**config.mk**
```make
export PLATFORM = sky130hd
export DESIGN_NAME = uic_core
export DESIGN_NICKNAME = d
export VERILOG_FILES = /design/src/shared/uic_pkg.sv /design/src/core/uic_core.sv
export VERILOG_INCLUDE_DIRS = /design/src /design/src/shared
export SDC_FILE = /design/constraint.sdc
export NUM_CORES = 1
export LEC_CHECK = 0
export BUFFER_PORTS_ARGS = -buffer_cell sky130_fd_sc_hd__buf_2
export CORE_UTILIZATION = 29
export DETAILED_ROUTE_END_ITERATION = 8
export GPL_TIMING_DRIVEN = 1
export MAX_ROUTING_LAYER = met4
export SLEW_MARGIN = 20
export SYNTH_ARGS = -nofsm -noshare
export SYNTH_HDL_FRONTEND = slang
export SYNTH_SLANG_ARGS = --single-unit
```
**constraint.sdc**
```tcl
create_clock -name clk -period 4.6 [get_ports clk]
set_clock_uncertainty 0.2 [all_clocks]
set_input_delay 0.92 -clock clk [delete_from_list [all_inputs] [get_ports clk]]
set_output_delay 0.92 -clock clk [all_outputs]
set_load 0.005 [all_outputs]
```
**src/shared/uic_map.svh**
```systemverilog
// Offsets, field positions, reset values and timing counts of the channel control block
`ifndef UIC_MAP_SVH
`define UIC_MAP_SVH
// Summary of operation
// [RULE1] 16-bit baud counter; divisor latches need format bit 7
// [RULE2] Receive interrupt follows trigger level in queue mode
// [RULE3] Data ready set on push, cleared when empty
// [RULE4] All mask bits zero means polled operation
// [RULE5] Mask bit 0 gates receive data interrupt
// [RULE6] Mask bit 1 gates transmit ready interrupt
// [RULE7] Mask bit 2 gates line status errors
// [RULE8] Mask bit 3 gates modem delta interrupt
// [RULE9] Source code priority: 6, c, 4, 2, 0, 1
// [RULE10] Source bit 0 low while anything pending
// [RULE11] Read shows only the highest pending source
// [RULE12] Timeout after four characters plus twelve bits
// [RULE13] Line and modem status reads clear their interrupts
// [RULE14] Source read or holding write clears transmit ready
// [RULE15] Source bits 7:6 mirror queue enable
// [RULE16] Control bit 0 must accompany other control bits
// [RULE17] Control bit 1 resets receive queue, self-clearing
// [RULE18] Control bit 2 resets transmit queue, self-clearing
// [RULE19] Control bit 3 selects DMA ready pin mode
// [RULE20] Control bits 7:6 select trigger 1/4/8/14
// [RULE21] Transmit empty and transmitter idle line status bits
// [RULE22] Line status bit 7 flags errors in queue
// [RULE23] Reserved mask and control bits ignored, read zero
// ==========================================================
// Register offsets
`define UIC_OFF_DATA   3'h0
`define UIC_OFF_MASK   3'h1
`define UIC_OFF_SRC    3'h2
`define UIC_OFF_FORMAT 3'h3
`define UIC_OFF_LINE   3'h5
`define UIC_OFF_MODEM  3'h6
// ==========================================================
// Field positions
`define UIC_LF_DLAB    7
`define UIC_QC_EN      0
`define UIC_QC_RXRST   1
`define UIC_QC_TXRST   2
`define UIC_QC_DMA     3
// ==========================================================
// Reset values
`define UIC_MASK_RST   4'h0
`define UIC_LF_RST     8'h00
`define UIC_DIV_RST    16'h0000
// ==========================================================
// Timing counts
`define UIC_OVERSAMPLE 16
`define UIC_TO_CHARS   4
`define UIC_TO_BITS    12
`define UIC_MIN_CHAR   4'h7
`endif

```
**src/shared/uic_pkg.sv**
```systemverilog
// Types shared by the channel control block
package uic_pkg;
  // Interrupt source codes, in falling priority
  typedef enum logic [3:0] {
    UIC_SRC_LINE = 4'h6,
    UIC_SRC_TMO  = 4'hc,
    UIC_SRC_RXD  = 4'h4,
    UIC_SRC_TXR  = 4'h2,
    UIC_SRC_MDM  = 4'h0,
    UIC_SRC_NONE = 4'h1
  } uic_src_t;
  // Receive trigger selection
  typedef enum logic [1:0] {
    UIC_TRIG_1  = 2'h0,
    UIC_TRIG_4  = 2'h1,
    UIC_TRIG_8  = 2'h2,
    UIC_TRIG_14 = 2'h3
  } uic_trig_t;
endpackage

```
**src/core/uic_core.sv**
```systemverilog
// Interrupt mask, prioritised source and queue control logic of one serial channel
//
// Chosen here: the address map and the strobed register port.
`timescale 1ns/1ps
`include "uic_map.svh"
module uic_core #(
  parameter int DEPTH = 16 // Entries in each queue
) (
  input  wire logic              clk,
  input  wire logic              rst,
  input  wire logic [2:0]        addr,
  input  wire logic [7:0]        wdata,
  input  wire logic              wr,
  input  wire logic              rd,
  output      logic [7:0]        rdata,
  input  wire logic              rx_push,
  input  wire logic [7:0]        rx_char,
  input  wire logic [2:0]        rx_err,
  input  wire logic              tx_pop,
  input  wire logic              tx_shift_empty,
  input  wire logic [3:0]        msr_delta,
  input  wire logic [3:0]        msr_line,
  output      logic              irq,
  output      logic              rx_ready_pin_n,
  output      logic              tx_ready_pin_n,
  output      logic [7:0]        tx_data,
  output      logic              tx_valid,
  output      logic              baud_tick,
  output      logic              msr_read,
  output      logic [7:0]        line_format,
  output      logic              fifo_enabled,
  output      uic_pkg::uic_trig_t rx_trigger
);
  import uic_pkg::*;

  localparam int PW = $clog2(DEPTH);
  localparam int CW = PW + 1;

  // Trigger compare works on 8-bit levels, so the depth is bounded
  if (DEPTH < 16 || DEPTH > 128 || (DEPTH & (DEPTH - 1)) != 0) begin : g_bad_depth
    $error("DEPTH must be a power of two from 16 to 128");
  end

  // ==========================================================
  // Register decode
  logic       dlab;       // Divisor latches selected
  logic       wr_thr;     // Host byte into transmit queue
  logic       wr_dll;     // Divisor low byte
  logic       wr_dlm;     // Divisor high byte
  logic       wr_mask;    // Interrupt mask write
  logic       wr_qc;      // Queue control write
  logic       qc_take;    // Control write carrying enable bit
  logic       rd_rhr;     // Receive holding read
  logic       rd_isr;     // Source read
  logic       rd_lsr;     // Line status read
  logic       rd_msr;     // Modem status read
  logic [3:0] interrupt_mask;
  logic       dma_mode;
  logic [15:0] divisor;

  assign dlab    = line_format[`UIC_LF_DLAB];
  assign wr_thr  = wr && addr == `UIC_OFF_DATA && !dlab;
  assign wr_dll  = wr && addr == `UIC_OFF_DATA && dlab; // [RULE1]
  assign wr_dlm  = wr && addr == `UIC_OFF_MASK && dlab; // [RULE1]
  assign wr_mask = wr && addr == `UIC_OFF_MASK && !dlab;
  assign wr_qc   = wr && addr == `UIC_OFF_SRC && !dlab;
  assign qc_take = wr_qc && wdata[`UIC_QC_EN]; // [RULE16]
  assign rd_rhr  = rd && addr == `UIC_OFF_DATA && !dlab;
  assign rd_isr  = rd && addr == `UIC_OFF_SRC && !dlab;
  assign rd_lsr  = rd && addr == `UIC_OFF_LINE;
  assign rd_msr  = rd && addr == `UIC_OFF_MODEM;

  // ==========================================================
  // Software registers
  // Mask keeps only its four low bits
  always_ff @(posedge clk or posedge rst) begin
    if (rst) begin
      interrupt_mask <= `UIC_MASK_RST;
    end else if (wr_mask) begin
      interrupt_mask <= wdata[3:0]; // [RULE23]
    end
  end

  // Format register, also steering the divisor window
  always_ff @(posedge clk or posedge rst) begin
    if (rst) begin
      line_format <= `UIC_LF_RST;
    end else if (wr && addr == `UIC_OFF_FORMAT) begin
      line_format <= wdata;
    end
  end

  // Queue control: a write with bit 0 low only disables
  always_ff @(posedge clk or posedge rst) begin
    if (rst) begin
      fifo_enabled <= 1'b0;
      dma_mode     <= 1'b0;
      rx_trigger   <= UIC_TRIG_1;
    end else if (qc_take) begin
      fifo_enabled <= 1'b1;                          // [RULE16]
      dma_mode     <= wdata[`UIC_QC_DMA];            // [RULE19]
      rx_trigger   <= uic_trig_t'(wdata[7:6]);       // [RULE20]
    end else if (wr_qc) begin
      fifo_enabled <= 1'b0;                          // [RULE16]
    end
  end

  // Divisor latches, only reachable through the window
  always_ff @(posedge clk or posedge rst) begin
    if (rst) begin
      divisor <= `UIC_DIV_RST;
    end else if (wr_dll) begin
      divisor[7:0] <= wdata; // [RULE1]
    end else if (wr_dlm) begin
      divisor[15:8] <= wdata; // [RULE1]
    end
  end

  // ==========================================================
  // Baud counter and bit timing
  logic [15:0] baud_counter; // Counts down to the next tick
  logic [3:0]  os_cnt;       // Ticks inside one bit time
  logic        bit_tick;

  // A zero divisor stops the counter; a divisor write restarts it
  always_ff @(posedge clk or posedge rst) begin
    if (rst) begin
      baud_counter <= 16'h0000;
      baud_tick    <= 1'b0;
    end else if (wr_dll || wr_dlm || divisor == 16'h0000) begin
      baud_counter <= 16'h0000;
      baud_tick    <= 1'b0;
    end else if (baud_counter == 16'h0000) begin
      baud_counter <= divisor - 16'h0001; // [RULE1]
      baud_tick    <= 1'b1;
    end else begin
      baud_counter <= baud_counter - 16'h0001;
      baud_tick    <= 1'b0;
    end
  end

  assign bit_tick = baud_tick && os_cnt == 4'(`UIC_OVERSAMPLE - 1);

  // Oversample counter turning ticks into bit times
  always_ff @(posedge clk or posedge rst) begin
    if (rst) begin
      os_cnt <= 4'h0;
    end else if (baud_tick) begin
      os_cnt <= os_cnt + 4'h1;
    end
  end

  // ==========================================================
  // Receive queue with error tags
  logic [10:0]   rx_mem [DEPTH]; // {break, framing, parity, char}
  logic [PW-1:0] rx_wr;
  logic [PW-1:0] rx_rd;
  logic [CW-1:0] rx_cnt;
  logic [CW-1:0] err_cnt;        // Tagged entries held
  logic [CW-1:0] cap;            // One entry without queue mode
  logic          rx_full;
  logic          rx_do_push;
  logic          rx_do_pop;
  logic          rx_clear;
  logic [2:0]    head_err;
  logic [7:0]    trig_level;
  logic          rx_reach;
  logic [3:0]    lsr_err;        // {break, framing, parity, overrun}

  assign cap        = fifo_enabled ? CW'(DEPTH) : CW'(1);
  assign rx_full    = rx_cnt >= cap;
  assign rx_clear   = qc_take && wdata[`UIC_QC_RXRST]; // [RULE17]
  assign rx_do_push = rx_push && !rx_full && !rx_clear;
  assign rx_do_pop  = rd_rhr && rx_cnt != '0 && !rx_clear;
  assign head_err   = rx_mem[rx_rd][10:8];

  // Trigger level; without queue mode one character suffices
  always_comb begin
    trig_level = 8'h01;
    if (fifo_enabled) begin
      unique case (rx_trigger)
        UIC_TRIG_1:  trig_level = 8'h01; // [RULE20]
        UIC_TRIG_4:  trig_level = 8'h04;
        UIC_TRIG_8:  trig_level = 8'h08;
        UIC_TRIG_14: trig_level = 8'h0e;
      endcase
    end
  end
  assign rx_reach = 8'(rx_cnt) >= trig_level; // [RULE2]

  // Storage has no reset; the count says what is valid
  always_ff @(posedge clk) begin
    if (rx_do_push) begin
      rx_mem[rx_wr] <= {rx_err, rx_char};
    end
  end

  // Pointers and level; the reset leaves the shifter alone
  always_ff @(posedge clk or posedge rst) begin
    if (rst) begin
      rx_wr   <= '0;
      rx_rd   <= '0;
      rx_cnt  <= '0;
      err_cnt <= '0;
    end else if (rx_clear) begin
      rx_wr   <= '0; // [RULE17]
      rx_rd   <= '0;
      rx_cnt  <= '0;
      err_cnt <= '0;
    end else begin
      if (rx_do_push) rx_wr <= rx_wr + PW'(1);
      if (rx_do_pop) rx_rd <= rx_rd + PW'(1);
      rx_cnt  <= rx_cnt + CW'(rx_do_push) - CW'(rx_do_pop);
      err_cnt <= err_cnt + CW'(rx_do_push && rx_err != 3'h0)
                 - CW'(rx_do_pop && head_err != 3'h0); // [RULE22]
    end
  end

  // Overrun flags at once; tags flag as their character leaves
  always_ff @(posedge clk or posedge rst) begin
    if (rst) begin
      lsr_err <= 4'h0;
    end else begin
      lsr_err <= (rd_lsr ? 4'h0 : lsr_err)                  // [RULE13]
                 | {rx_do_pop ? head_err : 3'h0, rx_push && rx_full}; // [RULE7]
    end
  end

  // ==========================================================
  // Receive timeout
  logic [3:0] char_bits; // Start, data, parity and stop bits
  logic [6:0] to_limit;
  logic [6:0] to_bits;
  logic       to_hit;
  logic       to_flag;

  assign char_bits = `UIC_MIN_CHAR + {2'h0, line_format[1:0]}
                     + {3'h0, line_format[3]} + {3'h0, line_format[2]};
  assign to_limit  = 7'({3'h0, char_bits} * 7'(`UIC_TO_CHARS)) + 7'(`UIC_TO_BITS); // [RULE12]
  // The read restarts the timer, so it cannot count as a fresh hit
  assign to_hit    = fifo_enabled && rx_cnt != '0 && to_bits == to_limit && !rd_rhr;

  // Bit times since the last push or read while data waits
  always_ff @(posedge clk or posedge rst) begin
    if (rst) begin
      to_bits <= 7'h00;
    end else if (!fifo_enabled || rx_cnt == '0 || rx_push || rd_rhr) begin
      to_bits <= 7'h00;
    end else if (bit_tick && to_bits != to_limit) begin
      to_bits <= to_bits + 7'h01; // [RULE12]
    end
  end

  // Sticky timeout, cleared by a holding read
  always_ff @(posedge clk or posedge rst) begin
    if (rst) begin
      to_flag <= 1'b0;
    end else begin
      to_flag <= (to_flag && !rd_rhr && !rx_clear) || to_hit; // [RULE12]
    end
  end

  // ==========================================================
  // Transmit queue
  logic [7:0]    tx_mem [DEPTH];
  logic [PW-1:0] tx_wr;
  logic [PW-1:0] tx_rd;
  logic [CW-1:0] tx_cnt;
  logic [PW-1:0] next_tx_rd;
  logic [CW-1:0] next_tx_cnt;
  logic          tx_full;
  logic          tx_do_push;
  logic          tx_do_pop;
  logic          tx_clear;
  logic          tx_went_empty;
  logic          tx_flag;
  logic          mask1_d;

  assign tx_full     = tx_cnt >= cap;
  assign tx_clear    = qc_take && wdata[`UIC_QC_TXRST]; // [RULE18]
  assign tx_do_push  = wr_thr && !tx_full && !tx_clear;
  assign tx_do_pop   = tx_pop && tx_cnt != '0 && !tx_clear;
  assign next_tx_rd  = tx_clear ? '0 : tx_rd + PW'(tx_do_pop);
  assign next_tx_cnt = tx_clear ? '0 : tx_cnt + CW'(tx_do_push) - CW'(tx_do_pop);

  always_ff @(posedge clk) begin
    if (tx_do_push) begin
      tx_mem[tx_wr] <= wdata;
    end
  end

  // Pointers and level; the shifter keeps its byte on reset
  always_ff @(posedge clk or posedge rst) begin
    if (rst) begin
      tx_wr  <= '0;
      tx_rd  <= '0;
      tx_cnt <= '0;
    end else begin
      tx_wr  <= tx_clear ? '0 : tx_wr + PW'(tx_do_push); // [RULE18]
      tx_rd  <= next_tx_rd;
      tx_cnt <= next_tx_cnt;
    end
  end

  // Head byte for the shifter, bypassing a write into empty
  always_ff @(posedge clk or posedge rst) begin
    if (rst) begin
      tx_data  <= 8'h00;
      tx_valid <= 1'b0;
    end else begin
      tx_data  <= (tx_do_push && tx_wr == next_tx_rd) ? wdata : tx_mem[next_tx_rd];
      tx_valid <= next_tx_cnt != '0;
    end
  end

  assign tx_went_empty = (tx_cnt != '0 && next_tx_cnt == '0)
                         || (interrupt_mask[1] && !mask1_d && tx_cnt == '0);

  // ==========================================================
  // Source priority
  logic     p_ls;
  logic     p_to;
  logic     p_rx;
  logic     p_tx;
  logic     p_ms;
  uic_src_t src;

  assign p_ls = interrupt_mask[2] && lsr_err != 4'h0;  // [RULE7]
  assign p_to = interrupt_mask[0] && to_flag;          // [RULE12]
  assign p_rx = interrupt_mask[0] && rx_reach;         // [RULE5]
  assign p_tx = interrupt_mask[1] && tx_flag;          // [RULE6]
  assign p_ms = interrupt_mask[3] && msr_delta != 4'h0; // [RULE8]

  // Only the top source is shown; the rest wait behind it
  always_comb begin
    src = UIC_SRC_NONE;
    if (p_ls) src = UIC_SRC_LINE; // [RULE9] [RULE11]
    else if (p_to) src = UIC_SRC_TMO;
    else if (p_rx) src = UIC_SRC_RXD;
    else if (p_tx) src = UIC_SRC_TXR;
    else if (p_ms) src = UIC_SRC_MDM;
  end

  // Transmit ready is an event; a new empty beats a clear
  always_ff @(posedge clk or posedge rst) begin
    if (rst) begin
      tx_flag <= 1'b0;
      mask1_d <= 1'b0;
    end else begin
      mask1_d <= interrupt_mask[1];
      tx_flag <= (tx_flag && !wr_thr && !(rd_isr && src == UIC_SRC_TXR))
                 || tx_went_empty; // [RULE14]
    end
  end

  // Interrupt line; silent when every mask bit is zero
  always_ff @(posedge clk or posedge rst) begin
    if (rst) begin
      irq <= 1'b0;
    end else begin
      irq <= src != UIC_SRC_NONE; // [RULE4] [RULE10]
    end
  end

  // ==========================================================
  // Ready pins
  always_ff @(posedge clk or posedge rst) begin
    if (rst) begin
      rx_ready_pin_n <= 1'b1;
      tx_ready_pin_n <= 1'b0;
    end else begin
      if (!dma_mode || rx_cnt == '0) begin
        rx_ready_pin_n <= rx_cnt == '0; // [RULE19]
      end else if (rx_reach || to_flag) begin
        rx_ready_pin_n <= 1'b0;
      end
      tx_ready_pin_n <= dma_mode ? tx_full : tx_cnt != '0; // [RULE19]
    end
  end

  // ==========================================================
  // Read data, valid only in the cycle after the strobe
  logic [7:0] next_rdata;
  logic       tx_empty;

  assign tx_empty = tx_cnt == '0;

  always_comb begin
    next_rdata = 8'h00;
    unique case (addr)
      `UIC_OFF_DATA:   next_rdata = dlab ? divisor[7:0] : rx_mem[rx_rd][7:0];
      `UIC_OFF_MASK:   next_rdata = dlab ? divisor[15:8] : {4'h0, interrupt_mask}; // [RULE23]
      `UIC_OFF_SRC:    next_rdata = dlab ? 8'h00 : {{2{fifo_enabled}}, 2'h0, src}; // [RULE15]
      `UIC_OFF_FORMAT: next_rdata = line_format;
      `UIC_OFF_LINE:   next_rdata = {err_cnt != '0, tx_empty && tx_shift_empty, // [RULE21] [RULE22]
                                     tx_empty, lsr_err, rx_cnt != '0};          // [RULE3]
      `UIC_OFF_MODEM:  next_rdata = {msr_line, msr_delta};
      default:         next_rdata = 8'h00;
    endcase
    if (!dlab && addr == `UIC_OFF_DATA && rx_cnt == '0) next_rdata = 8'h00;
  end

  // Registered answer and modem read pulse
  always_ff @(posedge clk or posedge rst) begin
    if (rst) begin
      rdata    <= 8'h00;
      msr_read <= 1'b0;
    end else begin
      rdata    <= rd ? next_rdata : 8'h00;
      msr_read <= rd_msr; // [RULE13]
    end
  end

  logic irq_any; // Any enabled source pending
  assign irq_any = p_ls || p_to || p_rx || p_tx || p_ms;
endmodule

```
Yosys cells after proc, flatten, opt, wreduce, memory -nomap -nowiden
Memory sizes are Yosys's and may differ from the RTL's. A register that Yosys moved wholly into a read port is not among the register bits.
Cells that the tools add are included.
W data, S select, Z words.
Cells by class
  equal/unequal tests: 13
  bitwise logic cells: 2
  add/subtract/negate cells: 18
  $lt $le $gt $ge: 3
  reduce and logical (&&, ||, !) cells: 92
  mux-type cells: 40
Operator list (count)
  $logic_and A1 B1 Y1: 50
  $mux W8: 6
  $pmux W8 S6: 1
  $mux W4: 9
  $logic_not A16 Y1: 2
  $mux W16: 2
  $pmux W8 S4: 1
  $sub A16 B1 Y16 const B: 2
  $mux W5: 4
  $reduce_bool A5 Y1: 4
  $add A4 B1 Y4: 4
  $add A5 B1 Y5: 3
  $logic_not A5 Y1: 3
  $sub A5 B1 Y5: 3
  $mux W7: 2
  $add A4 B1 Y4 const B: 3
  $mux W1: 12
  $logic_not A1 Y1: 11
  $ge A5 B5 Y1: 2
  $logic_or A1 B1 Y1: 10
  $reduce_bool A2 Y1: 5
  $ge A5 B8 Y1: 1
  $reduce_bool A4 Y1: 2
  $add A6 B4 Y7 const B: 1
  20 further kinds: 25
Word-level totals
  bits in writable memories: 304
  bits of input ports: 37
  bits in registers: 111
  memories: 2
Memories
  rx_mem: depth 16, bits a word 11, rd ports 1, clocked after memory_dff 0, wr ports 1, line uic_core.sv:155  | logic [10:0] rx_mem [DEPTH];
  tx_mem: depth 16, bits a word 8, rd ports 1, clocked after memory_dff 1, wr ports 1, line uic_core.sv:265  | logic [7:0] tx_mem [DEPTH];

Longest topological paths before layout
  depth after elaboration: 14
  depth in mapped cells: 17
  mapped depth without buffers: 16

Worst setup path before layout
Ideal clock, no wire load.
  path type: in2reg
  start point: input addr[0]
  end point: register tx_data[0] (read register of tx_mem)
  setup slack: -0.182 ns
  stages on the path: 14
  arrival time: 4.458 ns
  cells stage by stage: nor3b_2 -> and3_1 -> clkbuf_1 -> clkbuf_1 -> clkbuf_1 -> nor3b_1 -> ha_1 -> ha_1 -> xnor2_1 -> nand2b_1 -> a211oi_1 -> a21oi_1 -> a311oi_4 -> mux2_2
Between the ends
  cells in the longest elaborated chain, start to end: 9
RTL lines
  start: declaration: line uic_core.sv:11  | input wire logic [2:0] addr,
  $eq A3 B2 Y1 *
  $logic_and A1 B1 Y1 (no line) *
  $logic_and A1 B1 Y1 *: line uic_core.sv:66  | assign wr_qc = wr && addr == `UIC_OFF_SRC && !dlab;
  $logic_and A1 B1 Y1 *: line uic_core.sv:67  | assign qc_take = wr_qc && wdata[`UIC_QC_EN];
  $logic_and A1 B1 Y1 *: line uic_core.sv:280  | assign tx_clear = qc_take && wdata[`UIC_QC_TXRST];
  $logic_not A1 Y1: line uic_core.sv:282  | assign tx_do_pop = tx_pop && tx_cnt != '0 && !tx_clear;
  $logic_and A1 B1 Y1: line uic_core.sv:282
  $add A4 B1 Y4: line uic_core.sv:283  | assign next_tx_rd = tx_clear ? '0 : tx_rd + PW'(tx_do_pop);
  $mux W4 *: line uic_core.sv:283
  end: declaration: line uic_core.sv:26  | output logic [7:0] tx_data,
Mark *: on every way between the ends. The rest lies on a longest branch, timed or not.
A chain may end at the register's enable or synchronous reset.

Worst setup path after layout
  start point: register rx_rd[1]
  end point: register err_cnt[4]
Between the ends
  cells in the longest elaborated chain, start to end: 5
RTL lines
  start: declaration: line uic_core.sv:157  | logic [PW-1:0] rx_rd;
  start signal: assignment: line uic_core.sv:212  | if (rx_do_pop) rx_rd <= rx_rd + PW'(1);
  $mem_v2 Z16 W11
  $reduce_bool A3 Y1: line uic_core.sv:215  | - CW'(rx_do_pop && head_err != 3'h0);
  $logic_and A1 B1 Y1: line uic_core.sv:215
  $sub A5 B1 Y5: line uic_core.sv:215
  $mux W5: line uic_core.sv:205  | end else if (rx_clear) begin
  end signal: assignment: line uic_core.sv:214  | err_cnt <= err_cnt + CW'(rx_do_push && rx_err != 3'h0)
  end: declaration: line uic_core.sv:159  | logic [CW-1:0] err_cnt;
Every way passes these cells.

==> out/results.md <==
| Result | Reported | Unit |
| --- | --- | --- |
| Iteration count of the initial detailed-routing pass | 5 | - |
| Worst Slack Setup Final | 0.6020 | ns |
| Final cycle utilization of the critical path | 86.91 | % |
| Hold violation total from the final report | 0 | - |
| Static leakage | 0.008006 | uW |
| Number of nets in the finished design | 1555 | - |
| Reg2reg setup slack | 0.60 | ns |
| CP Max Fanout | 11 | - |
| Setup violators final | 0 | - |
| Critical Path End Type | flip-flop | - |
| Signal arrival time at the worst endpoint | 4.29 | ns |
| Critical path capture point | err_cnt[4]$_DFF_PP0_ | - |
| Most area-consuming cells after synthesis | sky130_fd_sc_hd__edfxtp_1, sky130_fd_sc_hd__dfrtp_1, sky130_fd_sc_hd__mux4_2 | - |
| Transition time at the pin with the least slew margin | 1.063 | ns |
| Global-route congestion overflow total | 0 | - |
| Half-perimeter wire length after detailed placement | 33130 | um |
| CTS H-tree lvls | 2 | - |
| Ys async rst share | 28.13 | % |
| Detailed-route wire length per cell | 20.85 | um |
| Peak supply drop | 0.3380 | mV |
| Largest net degree at the start of global routing | 89 | - |
| Gates resized, CTS repair | 0 | - |
| P&R area growth vs syn | 16.40 | % |
| Global-route wire length before repair | 74520 | um |
| Placement Cell Area | 20590 | sq um |
| Final ANT Viol Nets | 0 | - |
| Final Cell Area | 22050 | sq um |
| Crit path time final | 3.998 | ns |
| Iteration-0 DRC count of the detailed router | 1218 | - |
| Number of buffers inserted during clock tree synthesis | 43 | - |
| Number of distinct standard cells referenced by the synthesized netlist | 71 | - |
| Via count of the first global-routing pass | 12070 | - |
| Count of synthesis-stage warnings from yosys | 0 | - |
| Setup Fix Bufs, Post-CTS | 0 | - |
| Die height | 257.6 | um |
| Dpl ws | 0.3769 | ns |
| Share of Yosys cell area claimed by the top area cell type | 48.19 | % |
| Worst setup path start | rx_rd[1]$_DFFE_PP0P_ | - |
| Commonest register cell after synthesis | sky130_fd_sc_hd__edfxtp_1 | - |
| Vias per cell | 5.091 | - |
| Endpoint of the lowest-slack register-to-register path | err_cnt[4]$_DFF_PP0_ | - |
| Drt total wl | 49130 | um |
| Count of flip-flops with a built-in enable after synthesis | 304 | - |
| Clock Latency Late Sink | 0.58 | ns |
| Clock-pin slew reported for the worst setup and hold paths after clock tree synthesis | 0.06 | ns |
| RSZ-0062 raised after global routing | no | - |
| Area of the core | 64460 | sq um |
| Critical path start-end classification | reg2reg | - |
| Power Dens Cells | 576.0 | nW/um^2 |
| Number of rows in the core area | 93 | - |
| Remaining max-slew budget at the tightest pin | 28.04 | % |
| Register-to-Register Path Depth | 13 | - |
| Post-route DRC violation count | 0 | - |
| Register area share after synthesis | 63.91 | % |
| Register bit count reported by yosys | 423 | - |
| Post-synthesis cell type with the largest combined area | sky130_fd_sc_hd__edfxtp_1 | - |
| Required time of the worst setup path | 4.89 | ns |
| Synthesized area per cell | 13.90 | sq um |
| Initial standard-cell utilization of the core | 29.39 | % |
| Port Buffers | 69 | - |
| Nets in the synthesized netlist | 1452 | - |
| Upper clock frequency limit | 250.1 | MHz |
| Proportion of layout cells with a drive suffix above 1 | 20.41 | % |
| Number of max-capacitance violations reported | 0 | - |
| Total number of vias | 12000 | - |
| Run status | finished, final reports clean | - |
| Worst R2R Start | rx_rd[1]$_DFFE_PP0P_ | - |
| Clock tree from TritonCTS | done | - |
| Instance count of the mapped netlist | 1363 | - |
| Clock sink count | 423 | - |
| Hold-fix buffer count after cts | 0 | - |
| Launching element type of the critical path | flip-flop | - |
| Post-Synthesis Cell Area | 18940 | sq um |
| I/O pins | 70 | - |
| GR Util All Layers | 15.24 | % |
| Hold/Removal Path Class | reg2reg | - |
| Antenna violations before repair | 4 | - |
| Last weighted congestion value of the routability-driven placer | 0.8642 | - |
| DIE WIDTH | 257.6 | um |
| Cell at the root of the clock tree | sky130_fd_sc_hd__clkbuf_16 | - |
| Final setup TNS | 0 | ns |
| Number of buffers on the longest clock path | 3 | - |
| Total die area | 66350 | sq um |
| Final Slew Violations | 0 | - |
## metal layers
metal / part of all wire, % / wire length [um] / vias up / global-route usage (%)
li1: - / - / 5432 / -
met1: 44 / 21460 / 6064 / 19.91
met2: 46 / 22660 / 425 / 23.58
met3: 7.7 / 3796 / 79 / 3.534
met4: 2.5 / 1213 / 0 / 4.438
met5: 0 / 0 / - / -
## worst max-delay path, stage by stage (launching register included)
cell and delay [ns]:
sky130_fd_sc_hd__dfrtp_1 0.69, sky130_fd_sc_hd__and2_1 0.54, sky130_fd_sc_hd__a221oi_1 0.19, sky130_fd_sc_hd__a22oi_1 0.20
sky130_fd_sc_hd__nand2_1 0.15, sky130_fd_sc_hd__o31a_1 0.33, sky130_fd_sc_hd__ha_1 0.28, sky130_fd_sc_hd__inv_1 0.04
sky130_fd_sc_hd__ha_1 0.20, sky130_fd_sc_hd__fa_1 0.41, sky130_fd_sc_hd__a21oi_1 0.14, sky130_fd_sc_hd__nor2_1 0.06
sky130_fd_sc_hd__or3_1 0.35, sky130_fd_sc_hd__a21oi_1 0.14
## registers in the layout (all words and copies together) (netlist names), 5 cells and up
| register | flops |
|---|---|
| rdata | 8 |
| rx_mem | 176 |
| tx_mem | 128 |
| tx_data | 8 |
| baud_counter | 16 |
| to_bits | 7 |
| divisor | 16 |
| line_format | 8 |
| rx_cnt | 5 |
| err_cnt | 5 |
| tx_cnt | 5 |
## final cells by class
| class | instances | area [sq um] |
|---|---|---|
| antenna | 3 | 7.507 |
| clock buffer | 55 | 1215 |
| clock inverter | 23 | 235.2 |
| fill | 6266 | 42410 |
| inverter | 52 | 200.2 |
| multi-input combinational | 822 | 6454 |
| sequential | 423 | 12110 |
| tap | 855 | 1070 |
| timing repair buffer | 124 | 758.2 |
## how the worst min path moves through the flow
stage                                              from                    endpoint  cells after the start
final                        rx_ready_pin_n$_DFFE_PP1P_  rx_ready_pin_n$_DFFE_PP1P_                      2
after global routing              os_cnt[3]$_DFFE_PP0P_       os_cnt[3]$_DFFE_PP0P_                      1
after CTS                    rx_ready_pin_n$_DFFE_PP1P_  rx_ready_pin_n$_DFFE_PP1P_                      2
after detailed placement     rx_ready_pin_n$_DFFE_PP1P_  rx_ready_pin_n$_DFFE_PP1P_                      2
after global placement            os_cnt[0]$_DFFE_PP0P_       os_cnt[0]$_DFFE_PP0P_                      1
after floorplan           interrupt_mask[1]$_DFFE_PP0P_           mask1_d$_DFF_PP0_                      0
## power by group
| group | switching (uW) | internal (uW) |
|---|---|---|
| sequential | 516 | 4550 |
| clock | 1490 | 2100 |
| combinational | 2280 | 1760 |
## per-stage QoR
| step | hold WS, ns | cells | utilization (%) | total power, uW |
|---|---|---|---|---|
| finish | 0.2990 | 2357 | 34.21 | 12700 |
| global route | 0.3297 | 2356 | 34.20 | 13430 |
| CTS | 0.2968 | 2354 | 34.20 | 12810 |
| detailed placement | 0.2875 | 2276 | 31.95 | 9186 |
| global placement | 0.2827 | 2276 | 31.95 | 9087 |
| floorplan | 0.2300 | 1363 | - | 7895 |
## cell usage after synthesis (18+ instances only)
cell	number
sky130_fd_sc_hd__edfxtp_1	304
sky130_fd_sc_hd__dfrtp_1	118
sky130_fd_sc_hd__nand2_1	86
sky130_fd_sc_hd__nor2_1	77
sky130_fd_sc_hd__inv_1	51
sky130_fd_sc_hd__mux2_2	50
sky130_fd_sc_hd__clkbuf_1	48
sky130_fd_sc_hd__ha_1	48
sky130_fd_sc_hd__a21oi_1	45
sky130_fd_sc_hd__mux2i_1	45
sky130_fd_sc_hd__o21ai_0	38
sky130_fd_sc_hd__mux4_2	37
sky130_fd_sc_hd__a31oi_1	34
sky130_fd_sc_hd__nor2b_1	33
sky130_fd_sc_hd__nand3_1	28
sky130_fd_sc_hd__nor3_1	27
sky130_fd_sc_hd__a22o_1	18
sky130_fd_sc_hd__nand2b_1	18
sky130_fd_sc_hd__xnor2_1	18
## logic make-up after synthesis
group	share of synthesized area, %
AOI/OAI and AO/OA	9.240
xor gates and xnor gates	1.618
adders and majority gates	3.593
buffers and inverters	2.463
DFF	63.91
muxes	9.748
and+or+nand+nor	9.425
## layout by cell type (no fill, tap or decap), drive strengths merged, types with 10 or more instances in the layout
cell type,n
edfxtp,304
buf,124
dfrtp,118
nand2,86
nor2,77
clkbuf,55
inv,53
mux2,50
ha,48
a21oi,45
mux2i,45
o21ai,38
mux4,37
a31oi,34
nor2b,33
nand3,28
nor3,27
nand2b,18
a22o,18
xnor2,18
xor2,17
o211ai,17
clkinv,17
nor4,16
a221oi,15
and2,15
nand4,14
and3,10
a22oi,10
o31ai,10
No activity file was read; power rests on OpenSTA's default activity.
